==> src/flash_powerup_map.vh <==
// Contract
// (RL1) start in mode 3 after power or reset
// (RL2) serial output undriven after power or reset
// (RL3) command starts only after select falling edge
// (RL4) select fall samples idle clock picking mode
// (RL5) host waits 70 us before first select
// (RL6) power-on reset holds device, ignores commands
// (RL7) reset release enters standby, ready for command
// (RL8) first program or erase waits 3 ms
// (RL9) select high ignores clock, input, output off
`ifndef FLASH_POWERUP_MAP_VH
`define FLASH_POWERUP_MAP_VH
// =====================================================
// modes and states
`define MODE_0 1'b0
`define MODE_3 1'b1
`define ST_RESET 2'h0
`define ST_STANDBY 2'h1
`define ST_SELECTED 2'h2
// =====================================================
// timing
`define CLK_PERIOD_NS 10
`define SUPPLY_TO_SELECT_WAIT_US 70
`define POWERUP_WRITE_DELAY_MS 3
`define WRITE_DELAY_CYCLES ((`POWERUP_WRITE_DELAY_MS * 1000000) / `CLK_PERIOD_NS)
`define SELECT_WAIT_CYCLES ((`SUPPLY_TO_SELECT_WAIT_US * 1000 + `CLK_PERIOD_NS - 1) / `CLK_PERIOD_NS)
`endif

==> src/serial_flash_powerup_state.v <==
`timescale 1ns/100ps
`include "flash_powerup_map.vh"
module serial_flash_powerup_state #(
   parameter CNT_W = 20,
   parameter WRITE_DELAY = `WRITE_DELAY_CYCLES
) (
   input wire clk_sys_i,
   input wire arst_n_i,
   input wire clk_en_i,
   input wire reset_release_threshold_i,
   input wire sel_n_i,
   input wire sck_i,
   input wire si_i,
   input wire so_data_i,
   input wire so_drive_req_i,
   output wire so_o,
   output wire so_oe_o,
   output reg spi_mode_o,
   output reg standby_o,
   output reg cmd_start_o,
   output reg sck_rise_o,
   output reg sck_fall_o,
   output reg si_bit_o,
   output wire selected_o,
   output reg write_allowed_o
);
   // =====================================================
   // state codes and constants
   localparam [1:0] ST_RESET = `ST_RESET;
   localparam [1:0] ST_STANDBY = `ST_STANDBY;
   localparam [1:0] ST_SELECTED = `ST_SELECTED;
   localparam integer WCNT_LAST_I = WRITE_DELAY - 1;
   // last count of the hold-off, cut to the counter width on purpose
   localparam [CNT_W-1:0] WCNT_LAST = WCNT_LAST_I[CNT_W-1:0];

   // =====================================================
   // declarations
   wire sel_n;
   wire sck;
   wire si_s;
   wire por_ok;
   wire sel_fall;
   wire sck_rise;
   wire sck_fall;
   reg sel_d1_q;
   reg sck_d1_q;
   reg [1:0] state_q;
   reg [CNT_W-1:0] wcnt_q;
   reg so_oe_q;
   reg so_q;

   // =====================================================
   // pin synchronisers; idle levels at reset so no pin looks active
   pin_sync #(
      .RESET_VAL(1'b1)
   ) u_sel_sync (
      .clk_sys_i(clk_sys_i),
      .arst_n_i(arst_n_i),
      .clk_en_i(clk_en_i),
      .pin_i(sel_n_i),
      .sync_o(sel_n)
   );

   pin_sync #(
      .RESET_VAL(1'b1)
   ) u_sck_sync (
      .clk_sys_i(clk_sys_i),
      .arst_n_i(arst_n_i),
      .clk_en_i(clk_en_i),
      .pin_i(sck_i),
      .sync_o(sck)
   );

   pin_sync #(
      .RESET_VAL(1'b0)
   ) u_si_sync (
      .clk_sys_i(clk_sys_i),
      .arst_n_i(arst_n_i),
      .clk_en_i(clk_en_i),
      .pin_i(si_i),
      .sync_o(si_s)
   );

   // supply good starts low, so a reset always passes through the reset state
   pin_sync #(
      .RESET_VAL(1'b0)
   ) u_por_sync (
      .clk_sys_i(clk_sys_i),
      .arst_n_i(arst_n_i),
      .clk_en_i(clk_en_i),
      .pin_i(reset_release_threshold_i),
      .sync_o(por_ok)
   );

   // =====================================================
   // edge detectors; reset to idle pin levels so reset makes no false edge
   always @(posedge clk_sys_i or negedge arst_n_i) begin
      if (!arst_n_i) begin
         sel_d1_q <= 1'b1;
         sck_d1_q <= 1'b1;
      end else if (clk_en_i) begin
         sel_d1_q <= sel_n;
         sck_d1_q <= sck;
      end
   end
   assign sel_fall = sel_d1_q & ~sel_n;
   assign sck_rise = sck & ~sck_d1_q;
   assign sck_fall = ~sck & sck_d1_q;

   // =====================================================
   // state machine
   always @(posedge clk_sys_i or negedge arst_n_i) begin
      if (!arst_n_i) begin
         state_q <= ST_RESET;
         spi_mode_o <= `MODE_3; // RL1
         standby_o <= 1'b0;
         cmd_start_o <= 1'b0;
         sck_rise_o <= 1'b0;
         sck_fall_o <= 1'b0;
         si_bit_o <= 1'b0;
      end else if (clk_en_i) begin
         cmd_start_o <= 1'b0;
         sck_rise_o <= 1'b0;
         sck_fall_o <= 1'b0;
         case (state_q)
            ST_RESET: begin
               // supply below threshold: hold everything, ignore the link
               spi_mode_o <= `MODE_3; // RL1
               standby_o <= 1'b0; // RL6
               if (por_ok) begin
                  state_q <= ST_STANDBY; // RL7
                  standby_o <= 1'b1;
               end
            end
            ST_STANDBY: begin
               // a select already low at release is no edge and starts nothing
               if (sel_fall) begin
                  state_q <= ST_SELECTED; // RL3
                  spi_mode_o <= sck ? `MODE_3 : `MODE_0; // RL4
                  cmd_start_o <= 1'b1;
                  standby_o <= 1'b0;
               end
            end
            ST_SELECTED: begin
               if (sel_n) begin
                  state_q <= ST_STANDBY; // RL9
                  standby_o <= 1'b1;
               end else begin
                  sck_rise_o <= sck_rise;
                  sck_fall_o <= sck_fall;
                  if (sck_rise) begin
                     si_bit_o <= si_s;
                  end
               end
            end
            default: begin
               state_q <= ST_RESET;
            end
         endcase
         // supply loss wins over a select edge taken in the same cycle
         if (!por_ok) begin
            state_q <= ST_RESET; // RL6
            standby_o <= 1'b0;
            cmd_start_o <= 1'b0;
         end
      end
   end

   // =====================================================
   // serial output: driven only inside a frame and only when asked
   always @(posedge clk_sys_i or negedge arst_n_i) begin
      if (!arst_n_i) begin
         so_oe_q <= 1'b0; // RL2
         so_q <= 1'b0;
      end else if (clk_en_i) begin
         if (!por_ok || state_q != ST_SELECTED || sel_n) begin
            so_oe_q <= 1'b0; // RL9
         end else begin
            so_oe_q <= so_drive_req_i;
            so_q <= so_data_i;
         end
      end
   end
   // gating with the synced select turns the output off a cycle earlier
   assign so_oe_o = so_oe_q & ~sel_n;
   assign so_o = so_q;
   assign selected_o = (state_q == ST_SELECTED);

   // =====================================================
   // program/erase hold-off, counted from supply good, not from a command
   always @(posedge clk_sys_i or negedge arst_n_i) begin
      if (!arst_n_i) begin
         wcnt_q <= {CNT_W{1'b0}};
         write_allowed_o <= 1'b0;
      end else if (clk_en_i) begin
         if (!por_ok) begin
            wcnt_q <= {CNT_W{1'b0}};
            write_allowed_o <= 1'b0;
         end else if (wcnt_q < WCNT_LAST) begin
            wcnt_q <= wcnt_q + 1'b1; // RL8
         end else begin
            write_allowed_o <= 1'b1; // RL8
         end
      end
   end
endmodule // serial_flash_powerup_state

// =====================================================
// two-flop synchroniser for one pin
module pin_sync #(
   parameter [0:0] RESET_VAL = 1'b0
) (
   input wire clk_sys_i,
   input wire arst_n_i,
   input wire clk_en_i,
   input wire pin_i,
   output wire sync_o
);
   reg [1:0] sync_q;
   always @(posedge clk_sys_i or negedge arst_n_i) begin
      if (!arst_n_i) begin
         sync_q <= {2{RESET_VAL}};
      end else if (clk_en_i) begin
         sync_q <= {sync_q[0], pin_i};
      end
   end
   // only the second flop is read; the first may still be settling
   assign sync_o = sync_q[1];
endmodule // pin_sync

==> config.mk <==
export PLATFORM = sky130hd
export DESIGN_NAME = serial_flash_powerup_state
export DESIGN_NICKNAME = d
export VERILOG_FILES = /design/src/serial_flash_powerup_state.v
export VERILOG_INCLUDE_DIRS = /design/src
export SDC_FILE = /design/constraint.sdc
export NUM_CORES = 1
export LEC_CHECK = 0
export ABC_AREA = 1
export BUFFER_PORTS_ARGS = -buffer_cell sky130_fd_sc_hd__clkbuf_2
export CAP_MARGIN = 20
export CORE_MARGIN = 1.5
export CORE_UTILIZATION = 60
export DETAILED_ROUTE_END_ITERATION = 7
export GPL_TIMING_DRIVEN = 0
export PLACE_DENSITY = 0.8
export SYNTH_ARGS = -nofsm -noshare
export SYNTH_HDL_FRONTEND = slang
export SYNTH_HIERARCHICAL = 1
export SYNTH_SLANG_ARGS = --single-unit
==> constraint.sdc <==
create_clock -name clk_sys_i -period 2.65 [get_ports clk_sys_i]
set_input_delay 0.265 -clock clk_sys_i [delete_from_list [all_inputs] [get_ports clk_sys_i]]
set_output_delay 0.265 -clock clk_sys_i [all_outputs]
set_load 0.02 [all_outputs]
==> reports/metrics.cfg <==
[drt]
antenna_left = 0
top_layer = met4
finalWirelength_mm = 4.82
vias_per_cell = 5.16
wl_met1_mm = 2.39
route.met3.wl_um = 255
firstDrtPassIters = 4
wl_met2_mm = 2.11
drt-initial-drc-count = 192
drc = 0
wire_per_inst_um = 12.4
vias = 2012

[worst_setup_path]
cpPeakStageDelay_ps = 430
crit_fanout = 10
worstPathArrival_ps = 1980
end_kind = flop
startpoint_type = flop
crit_chain = ha_1 -> nand2_2 -> nor2_4 -> nand3_1 -> nand2_1 -> nand2_2 -> nand3_4 -> buf_6 -> inv_2 -> nand2_1 -> nand2_1
cp.required_ps = 2830
slowest_stage = dfrtp_1
cp_common_cell = nand2_1
worstSetupPathType = reg -> reg

[sta]
max_freq_mhz = 555
whs_ps = 108
period_share_pct = 67.9
fin_tns_setup_ps = 0
hold_viol = 0
min_period_ps = 1800
setup_viol = 0
max-slew-margin-rel_pct = 34.9
skew_ps = 14.8
rsz0062_at_grt = false
setup_slack_ps = 850
slew_violations = 0
worst_slew_pin_slew_ps = 976

[synth]
synth.avg_cell_area_um2 = 7.28
netlist_area_um2 = 2300
synth-edff-count = 0
synth-warning-count = 6
postSynthCellCount = 316
ys_ff_latch = 41
async_reset_ff_share_pct = 100
yosysSeqAreaShare_pct = 45.0
synth_nets = 326
synth.distinct_cells = 29
synthFlopType = dfrtp_1

[power]
p_total_uw = 1310
cellPowerDensity_nw_per_um2 = 516
p_leak_uw = 0.00124
irDropWorstVdd_mv = 0.285

[die]
rows = 22
ios = 19
die_y_um = 64.9
die_w_um = 64.9
core_area_um2 = 3660
dieArea_um2 = 4210
start_util_pct = 62.8

[global_routing]
grt_pass1_wl_mm = 8.74
antenna_found_initial = 0
grt_usage_pct = 26.4
grt_max_degree = 42
grt_pass1_vias = 1992
grt_overflow_total = 0

[cts]
cts_sinks = 41
tritoncts = done
cts_buffers = 5
post_cts_buffers = 0
cts_buffer_depth = 2
cts_resized = 0
clk_pin_slew_ps = 80
clkLatencyLatePin_ps = 300
htreeDepth = 2
ctsHoldBuffers = 0
cts_root_buf = clkbuf_8

[run_status]
status = completed

[layout]
nets = 351
final_common_cell = nand2_1
stdcell_area_um2 = 2530
diodes = 0
n_fill_cell = 309
area_delta_synth_final_pct = 10.1
drive_gt1_share_pct = 15.2
layout.cells.most_common_list = nand2_1 (115), nor2_1 (46), nand3_1 (34), dfrtp_1 (34), inv_1 (21)

[place]
dpl.hpwl_mm = 3.42
port_buffers = 18
dpl_cell_area_um2 = 2450
dp_slack_ps = 893
place_congestion = 0.923

[run]
maxCapViolations = 0

[worst_hold_path]
hold_class = in -> async

## layer usage
metal	track usage (%)	vias up
li1	-	1041
met5	0	-
met4	6.91	0
met2	42.1	42
met3	4.17	7
met1	37.5	922
## power breakdown
group          switching, uW  leakage [uW]  total (uW)  internal (uW)
registers               32.6      0.000537         712            679
clock network            213     0.0000422         398            185
logic                    132      0.000662         195           62.9
total                    378       0.00124        1310            927
## worst paths after layout
path,start,end,slack (ps),cells after the start
worst min register to register,u_sel_sync/sync_q[0]$_DFFE_PN1P_,u_sel_sync/sync_q[1]$_DFFE_PN1P_,450,2
worst min-delay path,arst_n_i,wcnt_q[2]$_DFFE_PN0P_,110,1
max in group asynchronous,arst_n_i,wcnt_q[11]$_DFFE_PN0P_,1930,1
worst max register to register,wcnt_q[0]$_DFFE_PN0P_,wcnt_q[13]$_DFFE_PN0P_,850,11
worst max-delay path,wcnt_q[0]$_DFFE_PN0P_,wcnt_q[13]$_DFFE_PN0P_,850,11
min in group clk_sys_i,sck_i,u_sck_sync/sync_q[0]$_DFFE_PN1P_,140,3
## through the flow
step	cells	util (%)
after detailed placement	382	66.9
after floorplan	316	-
final	390	69.1
after global placement	382	66.9
after CTS	390	69.1
after global routing	390	69.1
## layout make-up
cell class / count / area [um2] / area share (%)
buffer: 8 / 62.6 / 2.47
clock buffer: 7 / 76.3 / 3.02
clock inverter: 1 / 5.00 / 0.198
inverter: 25 / 93.8 / 3.71
multi-input combinational: 242 / 1110 / 43.8
sequential: 41 / 1030 / 40.9
tap: 48 / 60.1 / 2.37
timing repair buffer: 18 / 90.1 / 3.56
## cell families after synthesis
logic type | Yosys count | share of synthesized area [%]
adder cells (fa/ha/maj) | 1 | 0.544
flip-flops | 41 | 45.0
AND/OR/NAND/NOR | 212 | 39.2
XOR/XNOR | 6 | 2.29
multiplexers | 2 | 0.979
AO/OA/AOI/OAI | 21 | 5.17
buffers and inverters | 33 | 6.80
## synthesized netlist by cell type, types with 4 or more instances
| cell type | count | area share [%] |
|---|---|---|
| a21oi_1 | 7 | 1.5 |
| buf_6 | 4 | 2.0 |
| dfrtp_1 | 34 | 37 |
| dfstp_2 | 7 | 8.0 |
| inv_1 | 21 | 3.4 |
| nand2_1 | 115 | 19 |
| nand3_1 | 34 | 7.4 |
| nor2_1 | 46 | 7.5 |
| nor3_1 | 4 | 0.87 |
| o21ai_0 | 10 | 2.2 |
| xor2_1 | 4 | 1.5 |
## sequential cells by signal (all words and copies together) (netlist names), 2 cells and up
signal and cells:
u_si_sync/sync_q 2, u_por_sync/sync_q 2, state_q 2, u_sck_sync/sync_q 2
wcnt_q 20, u_sel_sync/sync_q 2
## worst max-delay path: cells and delay by family (launching register included)
kind	cells	cell delay, ps
adders and majority gates	1	260
buffers and inverters	2	240
DFF	1	430
and+or+nand+nor	8	730
No activity file was read; power rests on OpenSTA's default activity.
